[src/common/adc_evt_pkg.sv]
// constants shared by the converter event block and its servicing end
package adc_evt_pkg;
   localparam int LINES = 4;
   localparam int PPU   = 2;
   // device register indices on the link
   localparam logic [4:0] A_FLAG     = 5'h00;
   localparam logic [4:0] A_FLAG_CLR = 5'h01;
   localparam logic [4:0] A_LOST     = 5'h02;
   localparam logic [4:0] A_LOST_CLR = 5'h03;
   localparam logic [4:0] A_SEL12    = 5'h04;
   localparam logic [4:0] A_SEL34    = 5'h05;
   localparam logic [4:0] A_RESULT   = 5'h06;
   localparam logic [4:0] A_CTRL     = 5'h07;
   localparam logic [4:0] A_PP_BASE  = 5'h08;
   localparam logic [4:0] A_PP_RES   = 5'h10;
   localparam logic [4:0] A_PP_STAT  = 5'h12;
   // offsets inside a postproc unit's group of four
   localparam logic [1:0] PP_CFG = 2'h0;
   localparam logic [1:0] PP_OFS = 2'h1;
   localparam logic [1:0] PP_HI  = 2'h2;
   localparam logic [1:0] PP_LO  = 2'h3;
   // select pair fields, per half of eight bits
   localparam int SEL_SOC  = 0;
   localparam int SEL_CONT = 2;
   localparam int SEL_HALF = 8;
   // control register fields
   localparam int CTL_DIV   = 0;
   localparam int CTL_RES12 = 4;
   localparam int CTL_LATE  = 5;
   localparam logic [15:0] CTRL_RST = 16'h0000;
   localparam logic [15:0] HI_RST   = 16'hffff;
   // divider setting above which, in 12-bit, the late event leads latching by three or more cycles
   localparam logic [3:0] DIV_LEAD = 4'h2;
   localparam logic [3:0] LAT_MIN  = 4'h2;
   // controller apb map
   localparam logic [7:0] H_CTRL   = 8'h00;
   localparam logic [7:0] H_STAT   = 8'h04;
   localparam logic [7:0] H_MASK   = 8'h08;
   localparam logic [7:0] H_CMD    = 8'h0c;
   localparam logic [7:0] H_RDATA  = 8'h10;
   localparam logic [7:0] H_LAST   = 8'h14;
   localparam int HC_SVC  = 0;
   localparam int HC_DUAL = 1;
   localparam int HC_OCLR = 2;
   localparam int HS_SERV = 0;
   localparam int HS_LOST = 1;
   localparam int HS_CMD  = 2;
   localparam int CMD_ADDR = 16;
   localparam int CMD_WR   = 24;
endpackage : adc_evt_pkg

[src/common/adc_evt_if.sv]
// register access and event lines between converter block and its servicer
`timescale 1ns/1ps
interface adc_evt_if;
   logic        req;
   logic        wr;
   logic [4:0]  addr;
   logic [15:0] wdata;
   logic [15:0] rdata;
   logic        ack;
   logic [3:0]  conv_event;
   modport dev  (input req, wr, addr, wdata, output rdata, ack, conv_event);
   modport host (output req, wr, addr, wdata, input rdata, ack, conv_event);
endinterface : adc_evt_if

[src/adc_evt_dev.sv]
// converter event flags, lost flags, late event timing and postproc units
// Functional notes
// without keep-firing, set flag blocks further events
// with keep-firing, every event fires regardless
// event in clear cycle leaves flag set
// event on already set flag sets lost
// writing one to lost clear clears it
// servicer rereads lost, clears flag again
// servicer clears flag before next event
// postproc subtracts offset, detects zero crossing
// limit compares wrong on signed postproc result
// two postproc units may share one slot
// late event may precede result latching
// lead of three cycles only divider above 2, 12-bit
// event feeds coprocessor, interrupt, polling or dma
// dma user does dummy transfer before result
// four lines, select bits two per register
`timescale 1ns/1ps
module adc_evt_dev (
   adc_evt_if.dev            link,
   input  wire logic         pclk,
   input  wire logic         presetn,
   input  wire logic         sample_valid,
   input  wire logic [1:0]   sample_soc,
   input  wire logic [11:0]  sample_data,
   output logic      [1:0]   upper_limit_trip,
   output logic      [1:0]   lower_limit_trip,
   output logic      [1:0]   zero_cross
);
   logic [3:0]  conversion_event_flag;
   logic [3:0]  event_lost_flag;
   logic [15:0] event_select_pair [2];
   logic [15:0] ctrl;
   logic [15:0] conversion_result;
   logic [15:0] pp_cfg [adc_evt_pkg::PPU];
   logic [15:0] pp_ofs [adc_evt_pkg::PPU];
   logic [15:0] pp_hi  [adc_evt_pkg::PPU];
   logic [15:0] pp_lo  [adc_evt_pkg::PPU];
   logic [15:0] postproc_result [adc_evt_pkg::PPU];
   logic [5:0]  pp_stat;
   logic        ack;
   logic [15:0] rdata;
   logic [3:0]  evt_out;
   logic        pend_busy;
   logic [3:0]  pend_cnt;
   logic [1:0]  pend_soc;
   logic [11:0] pend_data;
   logic        wr_hit;
   logic        rd_hit;
   logic        latch_now;
   logic        fire;
   logic [1:0]  fire_soc;
   logic [3:0]  ev;
   logic [3:0]  next_flag;
   logic [3:0]  next_lost;

   assign link.ack        = ack;
   assign link.rdata      = rdata;
   assign link.conv_event = evt_out;

   function automatic logic [1:0] line_soc(input logic [15:0] pair, input int half);
      line_soc = pair[half*adc_evt_pkg::SEL_HALF+adc_evt_pkg::SEL_SOC +: 2];
   endfunction : line_soc

   function automatic logic line_cont(input logic [15:0] pair, input int half);
      line_cont = pair[half*adc_evt_pkg::SEL_HALF+adc_evt_pkg::SEL_CONT];
   endfunction : line_cont

   // cycles from sample to result latching; only a slow divider in 12-bit leads by 3+
   function automatic logic [3:0] lat_delay(input logic [15:0] c);
      if (c[adc_evt_pkg::CTL_RES12] && c[adc_evt_pkg::CTL_DIV +: 4] > adc_evt_pkg::DIV_LEAD)
         lat_delay = c[adc_evt_pkg::CTL_DIV +: 4];
      else
         lat_delay = adc_evt_pkg::LAT_MIN;
   endfunction : lat_delay

   assign wr_hit = link.req & link.wr & ~ack;
   assign rd_hit = link.req & ~link.wr & ~ack;

   // register link answers one cycle after a fresh request
   always_ff @(posedge pclk or negedge presetn) begin
      if (!presetn) begin
         ack <= 1'b0;
      end else begin
         ack <= link.req & ~ack;
      end
   end

   always_ff @(posedge pclk or negedge presetn) begin
      if (!presetn) begin
         rdata <= 16'h0000;
      end else if (rd_hit) begin
         case (link.addr)
            adc_evt_pkg::A_FLAG:    rdata <= {12'h000, conversion_event_flag};
            adc_evt_pkg::A_LOST:    rdata <= {12'h000, event_lost_flag};
            adc_evt_pkg::A_SEL12:   rdata <= event_select_pair[0];
            adc_evt_pkg::A_SEL34:   rdata <= event_select_pair[1];
            adc_evt_pkg::A_RESULT:  rdata <= conversion_result;
            adc_evt_pkg::A_CTRL:    rdata <= ctrl;
            adc_evt_pkg::A_PP_STAT: rdata <= {10'h000, pp_stat};
            default: begin
               if (link.addr[4:3] == adc_evt_pkg::A_PP_BASE[4:3]) begin
                  case (link.addr[1:0])
                     adc_evt_pkg::PP_CFG: rdata <= pp_cfg[link.addr[2]];
                     adc_evt_pkg::PP_OFS: rdata <= pp_ofs[link.addr[2]];
                     adc_evt_pkg::PP_HI:  rdata <= pp_hi[link.addr[2]];
                     default:             rdata <= pp_lo[link.addr[2]];
                  endcase
               end else if (link.addr[4:1] == adc_evt_pkg::A_PP_RES[4:1]) begin
                  rdata <= postproc_result[link.addr[0]];
               end else begin
                  rdata <= 16'h0000;
               end
            end
         endcase
      end
   end

   // configuration writes
   always_ff @(posedge pclk or negedge presetn) begin
      if (!presetn) begin
         event_select_pair[0] <= 16'h0000;
         event_select_pair[1] <= 16'h0000;
         ctrl <= adc_evt_pkg::CTRL_RST;
         for (int k = 0; k < adc_evt_pkg::PPU; k++) begin
            pp_cfg[k] <= 16'h0000;
            pp_ofs[k] <= 16'h0000;
            pp_hi[k]  <= adc_evt_pkg::HI_RST;
            pp_lo[k]  <= 16'h0000;
         end
      end else if (wr_hit) begin
         if (link.addr == adc_evt_pkg::A_SEL12) begin
            event_select_pair[0] <= link.wdata;
         end
         if (link.addr == adc_evt_pkg::A_SEL34) begin
            event_select_pair[1] <= link.wdata;
         end
         if (link.addr == adc_evt_pkg::A_CTRL) begin
            ctrl <= link.wdata;
         end
         if (link.addr[4:3] == adc_evt_pkg::A_PP_BASE[4:3]) begin
            case (link.addr[1:0])
               adc_evt_pkg::PP_CFG: pp_cfg[link.addr[2]] <= link.wdata;
               adc_evt_pkg::PP_OFS: pp_ofs[link.addr[2]] <= link.wdata;
               adc_evt_pkg::PP_HI:  pp_hi[link.addr[2]]  <= link.wdata;
               default:             pp_lo[link.addr[2]]  <= link.wdata;
            endcase
         end
      end
   end

   // conversion in flight until its result latches
   always_ff @(posedge pclk or negedge presetn) begin
      if (!presetn) begin
         pend_busy <= 1'b0;
         pend_cnt  <= 4'h0;
         pend_soc  <= 2'h0;
         pend_data <= 12'h000;
      end else if (sample_valid) begin
         pend_busy <= 1'b1;
         pend_cnt  <= lat_delay(ctrl);
         pend_soc  <= sample_soc;
         pend_data <= sample_data;
      end else if (pend_busy) begin
         pend_cnt  <= pend_cnt - 4'h1;
         pend_busy <= (pend_cnt != 4'h1);
      end
   end

   assign latch_now = pend_busy & (pend_cnt == 4'h1) & ~sample_valid;

   // late mode fires on sample arrival, ahead of the latch
   always_comb begin
      if (ctrl[adc_evt_pkg::CTL_LATE]) begin
         fire     = sample_valid;
         fire_soc = sample_soc;
      end else begin
         fire     = latch_now;
         fire_soc = pend_soc;
      end
   end

   always_ff @(posedge pclk or negedge presetn) begin
      if (!presetn) begin
         conversion_result <= 16'h0000;
      end else if (latch_now) begin
         conversion_result <= {4'h0, pend_data};
      end
   end

   always_comb begin
      for (int i = 0; i < adc_evt_pkg::LINES; i++) begin
         ev[i] = fire & (line_soc(event_select_pair[i/2], i%2) == fire_soc);
         next_flag[i] = conversion_event_flag[i];
         next_lost[i] = event_lost_flag[i];
         if (wr_hit && link.addr == adc_evt_pkg::A_FLAG_CLR && link.wdata[i]) begin
            next_flag[i] = 1'b0;
         end
         if (wr_hit && link.addr == adc_evt_pkg::A_LOST_CLR && link.wdata[i]) begin
            next_lost[i] = 1'b0;
         end
         if (ev[i]) begin
            next_flag[i] = 1'b1;
         end
         if (ev[i] && conversion_event_flag[i]) begin
            next_lost[i] = 1'b1;
         end
      end
   end

   always_ff @(posedge pclk or negedge presetn) begin
      if (!presetn) begin
         conversion_event_flag <= 4'h0;
         event_lost_flag       <= 4'h0;
      end else begin
         conversion_event_flag <= next_flag;
         event_lost_flag       <= next_lost;
      end
   end

   // event pulse to coprocessor, cpu interrupt or dma trigger
   always_ff @(posedge pclk or negedge presetn) begin
      if (!presetn) begin
         evt_out <= 4'h0;
      end else begin
         for (int i = 0; i < adc_evt_pkg::LINES; i++) begin
            evt_out[i] <= ev[i] & (line_cont(event_select_pair[i/2], i%2)
                          | ~conversion_event_flag[i]);
         end
      end
   end

   // each unit picks its own slot, so both may watch the same one
   always_ff @(posedge pclk or negedge presetn) begin
      if (!presetn) begin
         for (int k = 0; k < adc_evt_pkg::PPU; k++) begin
            postproc_result[k] <= 16'h0000;
         end
         upper_limit_trip <= 2'b00;
         lower_limit_trip <= 2'b00;
         zero_cross       <= 2'b00;
         pp_stat          <= 6'h00;
      end else begin
         for (int k = 0; k < adc_evt_pkg::PPU; k++) begin
            upper_limit_trip[k] <= 1'b0;
            lower_limit_trip[k] <= 1'b0;
            zero_cross[k]       <= 1'b0;
            if (latch_now && pp_cfg[k][1:0] == pend_soc) begin
               postproc_result[k] <= {4'h0, pend_data} - pp_ofs[k];
               // compares treat the result as unsigned, wrong once it goes negative
               upper_limit_trip[k] <= ({4'h0, pend_data} - pp_ofs[k]) > pp_hi[k];
               lower_limit_trip[k] <= ({4'h0, pend_data} - pp_ofs[k]) < pp_lo[k];
               zero_cross[k] <= postproc_result[k][15] ^ (pp_ofs[k] > {4'h0, pend_data});
               pp_stat[k]   <= ({4'h0, pend_data} - pp_ofs[k]) > pp_hi[k];
               pp_stat[k+2] <= ({4'h0, pend_data} - pp_ofs[k]) < pp_lo[k];
               pp_stat[k+4] <= postproc_result[k][15] ^ (pp_ofs[k] > {4'h0, pend_data});
            end
         end
      end
   end
endmodule : adc_evt_dev

[src/flat_wrapper.sv]
// flat-port wrapper written by rule: the top's interface ports become plain ports
module adc_evt_dev_flat 
  (pclk, presetn, sample_valid, sample_soc, sample_data, upper_limit_trip, lower_limit_trip, zero_cross, link_req, link_wr, link_addr, link_wdata, link_rdata, link_ack, link_conv_event);
  adc_evt_if link_i ();
  input  wire logic pclk;
  input  wire logic presetn;
  input  wire logic sample_valid;
  input  wire logic [1:0] sample_soc;
  input  wire logic [11:0] sample_data;
  output logic      [1:0] upper_limit_trip;
  output logic      [1:0] lower_limit_trip;
  output logic      [1:0] zero_cross;
  input wire logic [$bits(link_i.req)-1:0] link_req;
  input wire logic [$bits(link_i.wr)-1:0] link_wr;
  input wire logic [$bits(link_i.addr)-1:0] link_addr;
  input wire logic [$bits(link_i.wdata)-1:0] link_wdata;
  output wire logic [$bits(link_i.rdata)-1:0] link_rdata;
  output wire logic [$bits(link_i.ack)-1:0] link_ack;
  output wire logic [$bits(link_i.conv_event)-1:0] link_conv_event;
  assign link_i.req = link_req;
  assign link_i.wr = link_wr;
  assign link_i.addr = link_addr;
  assign link_i.wdata = link_wdata;
  assign link_rdata = link_i.rdata;
  assign link_ack = link_i.ack;
  assign link_conv_event = link_i.conv_event;
  adc_evt_dev u_core (.link(link_i), .pclk(pclk), .presetn(presetn), .sample_valid(sample_valid), .sample_soc(sample_soc), .sample_data(sample_data), .upper_limit_trip(upper_limit_trip), .lower_limit_trip(lower_limit_trip), .zero_cross(zero_cross));
endmodule
[config.mk]
export PLATFORM = sky130hd
export DESIGN_NAME = adc_evt_dev_flat
export DESIGN_NICKNAME = d
export VERILOG_FILES = /design/src/common/adc_evt_pkg.sv /design/src/common/adc_evt_if.sv /design/src/adc_evt_dev.sv /design/src/flat_wrapper.sv
export SDC_FILE = /design/constraint.sdc
export NUM_CORES = 1
export LEC_CHECK = 0
export BUFFER_PORTS_ARGS = -buffer_cell sky130_fd_sc_hd__buf_4
export CORE_ASPECT_RATIO = 1.5
export CORE_UTILIZATION = 50
export DETAILED_ROUTE_END_ITERATION = 7
export PLACE_DENSITY = 0.67
export SLEW_MARGIN = 25
export SYNTH_ARGS = -nofsm -noshare
export SYNTH_HDL_FRONTEND = slang
export SYNTH_SLANG_ARGS = --single-unit
[constraint.sdc]
create_clock -name pclk -period 4.6 [get_ports pclk]
set_input_delay 0.92 -clock pclk [delete_from_list [all_inputs] [get_ports pclk]]
set_output_delay 0.92 -clock pclk [all_outputs]
set_load 0.03 [all_outputs]
==> impl_metrics.yaml, run 1 <==
run_status:
  outcome: "finished, final reports clean"
final_layout:
  multi_input_area_sq_mm: 0.00771
  register_area_sq_mm: 0.00705
  area_delta_synth_final_pct: 11.7
  design.final.nets: 1617
  finalInstanceArea_sq_mm: 0.0173
  fillCellCount: 2614
  n_antenna_cell: 0
  drive_above_1_share_pct: 22.7
synth:
  async_reset_ff_share_pct: 100
  synthesis.nets: 1574
  yosysWarnings: 0
  synthMuxAreaShare_pct: 17.4
  ys_seq_area_share_pct: 45.5
  synth-adder-area-share_pct: 7.37
  synth_top_family_by_area: "multiplexers"
  synth-edff-count: 0
  yosys.cell_count.top_type: "dfrtp_1"
  synth_cell_types: 71
  synth_area_leaders: "dfrtp_1, mux2_2, ha_1"
  ys_ff_latch: 280
  avgSynthCellArea_sq_um: 10.7
  yosys.area_share.simple_pct: 8.54
  synth_area_sq_mm: 0.0155
  synth-main-ff-cell: "dfrtp_1"
  yosys-top-cells-count: "dfrtp_1, mux2_2, nand2_1"
  syn_inst: 1444
  synth_compound_area_share_pct: 14.2
  synth_top_area_share_pct: 40.1
  synth-xor-area-share_pct: 2.21
  synth.largest_area_cell: "dfrtp_1"
clocking:
  htreeDepth: 1
  cts_buffer_depth: 3
  cts_setup_buffers: 0
  cts_resized: 0
  cts_tree: "yes"
  clkLatencyLatePin_ns: 0.56
  cts_sinks: 280
  cts_root_buf: "clkbuf_16"
  cts-hold-fix-buffers: 0
  numCtsBuffers: 28
  clk_pin_slew_ns: 0.06
sta:
  min_period_ns: 3.88
  setup_viol: 0
  fin_crit_sh_pct: 84.3
  drv_slew: 0
  holdWs_ns: 0.422
  rsz0062_at_grt: "false"
  maxSlewHeadroom_pct: 29.3
  clock.fmax_ghz: 0.258
  setup_slack_ns: 0.723
  setup_tns_ns: 0
  hold_viol_final: 0
  skew_ns: 0.0115
  tightest_slew_ns: 1.06
pwr:
  p_leak_nw: 8.07
  powerDensity_mw_per_mm2: 446
  total_power_mw: 7.71
  irDropWorstVdd_mv: 0.201
setup_path:
  end_kind: "flop"
  critPathKind: "reg2reg"
  path_max_fanout: 4
  cp-start-kind: "flop"
  cp.arrival_ns: 4.31
  crit_required_ns: 5.03
floorplanning:
  die_area_sq_mm: 0.0317
  dieHeight_microns: 217
  rows: 78
  start_util_pct: 51.0
  boundaryPins: 67
  fp.dieW_microns: 146
  core_area_sq_mm: 0.0304
min_path:
  hp-class: "in2async"
detailed_routing:
  drc_errors: 0
  vias: 11600
  firstDrtPassIters: 5
  routed_wl_microns: 45500
  wl_per_cell_microns: 23.8
  vias_per_cell: 6.07
  drtIter0Drc: 823
  ant_nets: 0
flow_run:
  cap_violations: 0
global_route:
  grt_pass1_wl_microns: 70300
  grt-ovfl-total: 0
  track_usage_pct: 29.3
  grt_max_degree: 111
  grt_antenna_before_repair: 0
  grt_pass1_vias: 11800
place:
  place_ws_ns: 0.765
  portBuffers: 66
  gp_congestion: 0.942
  placed_area_sq_mm: 0.0164
  dp_hpwl_microns: 33500
==> report_power, final <==
part | internal [mW] | switching (mW) | leakage [nW]
clock network | 1.31 | 0.983 | 0.443
logic | 0.918 | 1.17 | 4.17
registers | 2.96 | 0.378 | 3.45
total | 5.19 | 2.53 | 8.07
==> layout by cell type, fill, tap and decap left out, types with 5 or more instances in the layout <==
cell type  instances
clkbuf_1          10
a22oi_1           15
nor2_1            42
a22o_1             8
mux2_1            23
ha_1              88
nor4_1             5
a21o_1            34
clkbuf_8           6
dfstp_2           32
nor3_1            23
nor2b_1           15
o31ai_1           13
a221oi_1           6
o211ai_1          17
o21ai_1            7
clkbuf_16         29
a211oi_1          16
a31oi_1            7
buf_4             92
o21ai_0           82
o21a_1             7
a21boi_0           6
nand2b_1          14
mux2i_1           64
mux2_2           154
nand2_1          126
inv_1            101
nand3_1           15
nand4_1            7
o22ai_1           15
a311oi_1          15
xor2_1             8
xnor2_1           31
dfrtp_1          248
a21oi_1           56
==> sequential cells by signal, indices dropped and copies added (netlist names), 6 cells and up <==
name and cells:
u_core.conversion_result 12, u_core.ctrl 16, u_core.event_select_pair 32, u_core.link.rdata 16
u_core.pend_data 12, u_core.postproc_result 32, u_core.pp_cfg 32, u_core.pp_hi 32
u_core.pp_lo 32, u_core.pp_ofs 32, u_core.pp_stat 6
==> kinds of logic (layout without fill, tap and decap cells) <==
group | after synthesis | after routing
multiplexers | 244 | 244
flip-flops | 280 | 280
AND/OR/NAND/NOR | 275 | 275
XOR/XNOR | 39 | 39
AO/OA/AOI/OAI | 333 | 333
adder cells (fa/ha/maj) | 90 | 90
buffers and inverters | 183 | 248
==> worst max-delay path: stages (launching register included) <==
cell	delay, ns
dfrtp_1	0.38
inv_1	0.10
ha_1	0.16
inv_1	0.06
fa_1	0.48
a211oi_1	0.32
o21ai_1	0.24
a31oi_1	0.36
nor2_1	0.09
xnor2_1	0.31
ha_1	0.31
o21a_1	0.19
o211ai_1	0.15
a21oi_1	0.07
nor4b_1	0.41
o31ai_1	0.13
==> final cells by class <==
cell class / count / share of cell area (%)
well taps: 400 / 2.89
clock inverters: 7 / 0.398
repair buffers: 95 / 4.31
multi-input cells: 981 / 44.6
clock buffers: 45 / 4.89
inverters: 101 / 2.19
flip-flops and latches: 280 / 40.7
==> worst paths after layout <==
kind,from,endpoint,slack [ns],depth (start not counted)
setup / recovery,u_core.pend_data[0],u_core.pp_stat[1],0.72,15
hold / removal,presetn,u_core.pend_data[6],0.42,1
setup reg to reg,u_core.pend_data[0],u_core.pp_stat[1],0.72,15
hold reg to reg,u_core.postproc_result[24],u_core.postproc_result[24],0.47,2
max in group asynchronous,presetn,u_core.pp_hi[29],3.14,2
min in group pclk,u_core.postproc_result[24],u_core.postproc_result[24],0.47,2
==> per-stage QoR <==
step                      utilization [%]  std cells
final                                57.0       1909
after CTS                            57.0       1909
after global routing                 57.0       1909
after detailed placement             54.0       1857
after floorplan                         -       1444
after global placement               54.0       1857
==> per-layer routing <==
metal	vias to the layer above	part of all wire, %	GRT usage [%]
met1	5837	40	36.0
met4	0	5.2	15.4
met3	110	4.6	2.85
li1	5255	-	-
met2	378	50	51.1
met5	-	0	0
Power figures use the tool's default switching activity.
==> run 2, diff against run 1 <==
- ABC_AREA: default -> 1
- clock period: 4.6 -> 3.95 ns (I/O delays scaled with it)
==> impl_metrics.yaml, run 2 <==
synth:
  synth-main-ff-cell: "dfrtp_1"
  synth_area_leaders: "dfrtp_1, nand2_1, o21ai_0"
  synth_compound_area_share_pct: 11.5
  synth_top_area_share_pct: 38.1
  avgSynthCellArea_sq_um: 7.29
  async_reset_ff_share_pct: 100
  yosys.cell_count.top_type: "nand2_1"
  yosys-top-cells-count: "nand2_1, inv_1, o21ai_0"
  ys_ff_latch: 280
  ys_seq_area_share_pct: 43.3
  synthesis.nets: 2363
  synth_area_sq_mm: 0.0163
  yosysWarnings: 0
  yosys.area_share.simple_pct: 27.8
  synth-xor-area-share_pct: 1.45
  synth_top_family_by_area: "simple AND/OR/NAND/NOR gates"
  synthMuxAreaShare_pct: 0
  syn_inst: 2233
  synth-edff-count: 0
  synth_cell_types: 40
  synth-adder-area-share_pct: 7.01
  synth.largest_area_cell: "dfrtp_1"
final_layout:
  final_util_pct: 56.9
  fillCellCount: 3055
  mostFrequentLayoutCell: "nand2_1"
  n_antenna_cell: 0
  area_delta_synth_final_pct: 11.6
  design.final.nets: 2391
  drive_above_1_share_pct: 8.67
  most-common-layout-cells: "nand2_1, inv_1, o21ai_0"
setup_path:
  path_cells: "inv_1 > ha_1 > nand2_1 > inv_1 > nand2_1 > nand2_1 > a21oi_1 > nand3_1 > and2_1 > ha_1 > nand2_1 > inv_1 > o21ai_0 > nand2_1 > nor3_1 > nand2_1 > nand2_1"
  critPathMaxStageDelay_ns: 0.37
  crit_required_ns: 4.46
  cp.arrival_ns: 3.62
  cp-start-kind: "flop"
  path_max_fanout: 5
  critPathKind: "reg2reg"
  end_kind: "flop"
  cp_slowest_cell: "dfrtp_1"
  cp_common_cell: "nand2_1"
floorplanning:
  start_util_pct: 51.0
  rows: 80
  core_area_sq_mm: 0.0319
  dieHeight_microns: 223
  fp.dieW_microns: 149
  boundaryPins: 67
  die_area_sq_mm: 0.0333
min_path:
  hp-class: "in2async"
sta:
  drv_slew: 0
  rsz0062_at_grt: "false"
  maxSlewHeadroom_pct: 44.3
  setup_tns_ns: 0
  setup_viol: 0
  skew_ns: 0.0122
  tightest_slew_ns: 0.834
  fin_crit_sh_pct: 78.8
  min_period_ns: 3.11
  clock.fmax_ghz: 0.321
  hold_viol_final: 0
clocking:
  cts_setup_buffers: 0
  cts_root_buf: "clkbuf_16"
  htreeDepth: 1
  cts_resized: 0
  cts_sinks: 280
  numCtsBuffers: 29
  cts_tree: "yes"
  cts-hold-fix-buffers: 0
  cts_buffer_depth: 3
  clkLatencyLatePin_ns: 0.57
  clk_pin_slew_ns: 0.07
global_route:
  grt_antenna_before_repair: 1
  grt_pass1_vias: 14700
  grt-ovfl-total: 0
  track_usage_pct: 35.9
  grt_pass1_wl_microns: 88000
  grt_max_degree: 89
detailed_routing:
  ant_nets: 0
  routed_wl_microns: 57700
  vias: 14900
  firstDrtPassIters: 6
  drc_errors: 0
  drtIter0Drc: 1199
  wl_per_cell_microns: 21.4
  vias_per_cell: 5.53
pwr:
  comb_power_share_pct: 24.5
  p_switching_mw: 3.20
  irDropWorstVdd_mv: 0.484
  swShare_pct: 34.7
  pwr-share-clk_pct: 33.7
  seq_power_share_pct: 41.7
  internal-power_mw: 6.03
  p_leak_nw: 9.37
  powerDensity_mw_per_mm2: 508
flow_run:
  cap_violations: 0
place:
  dp_hpwl_microns: 43700
  portBuffers: 66
  gp_congestion: 1.03
run_status:
  outcome: "finished, final reports clean"
## run 2: final timing paths
path / start / end / slack (ns) / cells after the start
max in group asynchronous: presetn / u_core.pp_hi[21] / 2.81 / 2
max: u_core.pp_ofs[27] / u_core.pp_stat[2] / 0.84 / 17
max reg2reg: u_core.pp_ofs[27] / u_core.pp_stat[2] / 0.84 / 17
min in group pclk: sample_data[11] / u_core.pend_data[11] / 0.42 / 3
min: presetn / u_core.pp_ofs[13] / 0.24 / 1
min reg2reg: u_core.link.rdata[14] / u_core.link.rdata[14] / 0.48 / 2
## run 2: cells by family after synthesis
kind of cell	count (synthesis)
flops	280
xor+xnor	27
simple gates	1109
buf+inv	366
fa+ha+maj	90
compound gates	361
## run 2: area by class of cell
| class | count | area [sq um] | share of cell area [%] |
|---|---|---|---|
| clock inverter | 17 | 287 | 1.58 |
| clock buffer | 37 | 786 | 4.32 |
| timing repair buffer | 96 | 766 | 4.21 |
| multi-input combinational | 1587 | 7780 | 42.8 |
| tap | 410 | 513 | 2.82 |
| inverter | 267 | 1000 | 5.51 |
| sequential | 280 | 7050 | 38.8 |
## run 2: power groups by stage
stage | Combinational [mW] | Clock [mW] | Sequential (mW)
finish | 2.26 | 3.11 | 3.85
global route | 2.58 | 3.25 | 3.88
CTS | 2.26 | 3.14 | 3.83
detailed placement | 2.24 | 0 | 3.87
global placement | 2.20 | 0 | 3.87
floorplan | 1.51 | 0 | 3.68
## run 2: metal layers
metal / global-route usage [%] / wire length (microns)
met5: 0 / 13
met4: 22.0 / 4140
met3: 4.29 / 3840
met2: 59.6 / 27600
met1: 44.2 / 22200
## run 2: worst max-delay path, delay by kind of cell, from the launching register on
kind | cells | cell delay (ns)
AOI/OAI and AO/OA | 2 | 0.44
adders and majority gates | 2 | 0.65
buffers and inverters | 3 | 0.36
DFF | 1 | 0.37
and+or+nand+nor | 10 | 1.22
## run 2: stage by stage
stage               hold slack, ns  cells  worst slack [ns]  power, mW  cell area, sq um
CTS                          0.259   2694             0.804       9.23             18200
global route                 0.291   2694             0.577       9.71             18200
detailed placement           0.465   2640             0.808       6.11             17100
global placement             0.459   2640             0.879       6.07             17100
finish                       0.240   2694             0.837       9.23             18200
floorplan                    0.444   2233              1.34       5.19             16300
==> run 3, diff against run 2 <==
- ABC_AREA: 1 -> 0
- PLACE_DENSITY: 0.67 -> 0.69
- clock period: 3.95 -> 2.8 ns (I/O delays scaled with it)
==> impl_metrics.yaml, run 3 (synthesis gave the netlist of run 1 again) <==
sta:
  tightest_slew_ns: 1.00
  skew_ns: 0.0190
  rsz0062_at_grt: "true"
  maxSlewHeadroom_pct: 32.9
  hold_viol_final: 0
  fin_crit_sh_pct: 119
  setup_tns_ns: -3.59
  clock.fmax_ghz: 0.299
  drv_slew: 0
  min_period_ns: 3.34
  setup_viol: 9
  setup_slack_ns: -0.539
setup_path:
  r2r_start: "u_core.pp_ofs[17]"
  cp_common_cell: "ha_4"
  crit_required_ns: 3.26
  cp-startpoint: "u_core.pp_ofs[17]"
  cp_slowest_cell: "dfrtp_1"
  critPathMaxStageDelay_ns: 0.40
  path_max_fanout: 4
  worst-path-buf-inv: 2
  path_cells: "inv_2 > ha_4 > nor2b_4 > o31a_1 > o311a_4 > buf_6 > a31oi_4 > o21a_1 > nor2_4 > ha_4 > nand4_1 > nor2_2 > o211ai_1 > a21oi_2 > nor4_4 > a21o_1"
  end_kind: "flop"
  cp-start-kind: "flop"
  critPathKind: "reg2reg"
  path_delay_family: "compound AO/OA/AOI/OAI gates"
  cp.arrival_ns: 3.80
global_route:
  grt_antenna_before_repair: 0
  grt-ovfl-total: 0
  grt_max_degree: 81
  grt_pass1_wl_microns: 76300
  grt_pass1_vias: 13100
  track_usage_pct: 31.6
detailed_routing:
  drc_errors: 0
  ant_nets: 0
  drtIter0Drc: 826
  wl_per_cell_microns: 23.6
  routed_wl_microns: 49000
  firstDrtPassIters: 8
  vias: 12400
  vias_per_cell: 5.96
final_layout:
  area_delta_synth_final_pct: 24.9
  mostFrequentLayoutCell: "buf_4"
  finalInstanceArea_sq_mm: 0.0193
  drive_above_1_share_pct: 35.5
  n_antenna_cell: 0
  design.final.nets: 1785
  final_util_pct: 63.7
  most-common-layout-cells: "buf_4, dfrtp_1, mux2_2"
clocking:
  clkLatencyLatePin_ns: 0.57
  clk_pin_slew_ns: 0.06
  cts_tree: "yes"
  numCtsBuffers: 29
  htreeDepth: 1
  cts_sinks: 280
  cts_root_buf: "clkbuf_16"
  cts_buffer_depth: 3
run_status:
  violations: "setup timing"
  outcome: "finished, violations left"
floorplanning:
  start_util_pct: 51.0
  dieHeight_microns: 217
  boundaryPins: 67
  die_area_sq_mm: 0.0317
  fp.dieW_microns: 146
  rows: 78
  core_area_sq_mm: 0.0304
pwr:
  comb_power_share_pct: 31.9
  total_power_mw: 14.4
  irDropWorstVdd_mv: 0.364
  powerDensity_mw_per_mm2: 745
  pwr-share-clk_pct: 30.0
  p_switching_mw: 4.67
  seq_power_share_pct: 38.1
  swShare_pct: 32.4
  p_leak_nw: 9.07
  internal-power_mw: 9.74
flow_run:
  cap_violations: 0
place:
  portBuffers: 66
  gp_congestion: 0.949
  placed_area_sq_mm: 0.0177
  dp_hpwl_microns: 36200
min_path:
  hold_start: "sample_valid"
  hp-class: "in2reg"
run 3: per-layer routing:
metal / vias to the layer above / GRT usage [%] / part of all wire, %
li1: 5613 / - / -
met1: 6189 / 38.5 / 39
met2: 455 / 55.6 / 50
met3: 128 / 3.03 / 5.1
met4: 0 / 16.0 / 5.3
met5: - / 0 / 0
run 3: final timing paths:
kind / end / slack, ns / depth (start not counted)
max reg2reg: u_core.pp_stat[2] / -0.54 / 16
max in group asynchronous: u_core.pp_hi[9] / 1.34 / 3
min in group asynchronous: u_core.pp_cfg[18] / 0.55 / 2
min reg2reg: u_core.postproc_result[24] / 0.48 / 2
min: u_core.pend_busy / 0.23 / 2
max: u_core.pp_stat[2] / -0.54 / 16
run 3: final cells by class:
type	instances	area [sq um]
Clock inverter	13	225
Clock buffer	40	837
Tap cell	400	500
Timing Repair Buffer	262	2070
Sequential cell	280	7050
Inverter	101	379
Multi-Input combinational cell	981	8270
Fill cell	2424	11000
run 3: power groups by stage:
stage          combinational, mW  sequential (mW)  clock [mW]
2_1_floorplan               2.41             5.36           0
3_3_place_gp                4.03             5.48           0
3_5_place_dp                4.11             5.52           0
4_1_cts                     4.35             5.46        4.38
5_1_grt                     5.01             5.56        4.52
6_report                    4.60             5.49        4.33
run 3: what timing repair did:
item                                    CTS  global route
hold buffers                              1             0
endpoints found under the setup margin    8             8
pin swaps                                14            46
gates resized for setup                  37            43
endpoints found under the hold margin     1             0
setup buffers                             4            11
run 3: worst register-to-register path: stages, from the launching register on:
cell,delay (ns)
dfrtp_1,0.40
inv_2,0.10
ha_4,0.20
nor2b_4,0.12
o31a_1,0.31
o311a_4,0.36
buf_6,0.13
a31oi_4,0.22
o21a_1,0.24
nor2_4,0.07
ha_4,0.29
nand4_1,0.13
nor2_2,0.17
o211ai_1,0.11
a21oi_2,0.16
nor4_4,0.07
a21o_1,0.15
run 3: through the flow:
| stage | hold slack (ns) | setup slack (ns) | instances |
|---|---|---|---|
| after global routing | 0.236 | -0.650 | 2077 |
| after detailed placement | 0.463 | -0.583 | 2009 |
| after global placement | 0.451 | -0.530 | 2009 |
| after floorplan | 0.264 | -0.191 | 1444 |
| final | 0.226 | -0.539 | 2077 |
| after CTS | 0.212 | -0.490 | 2067 |
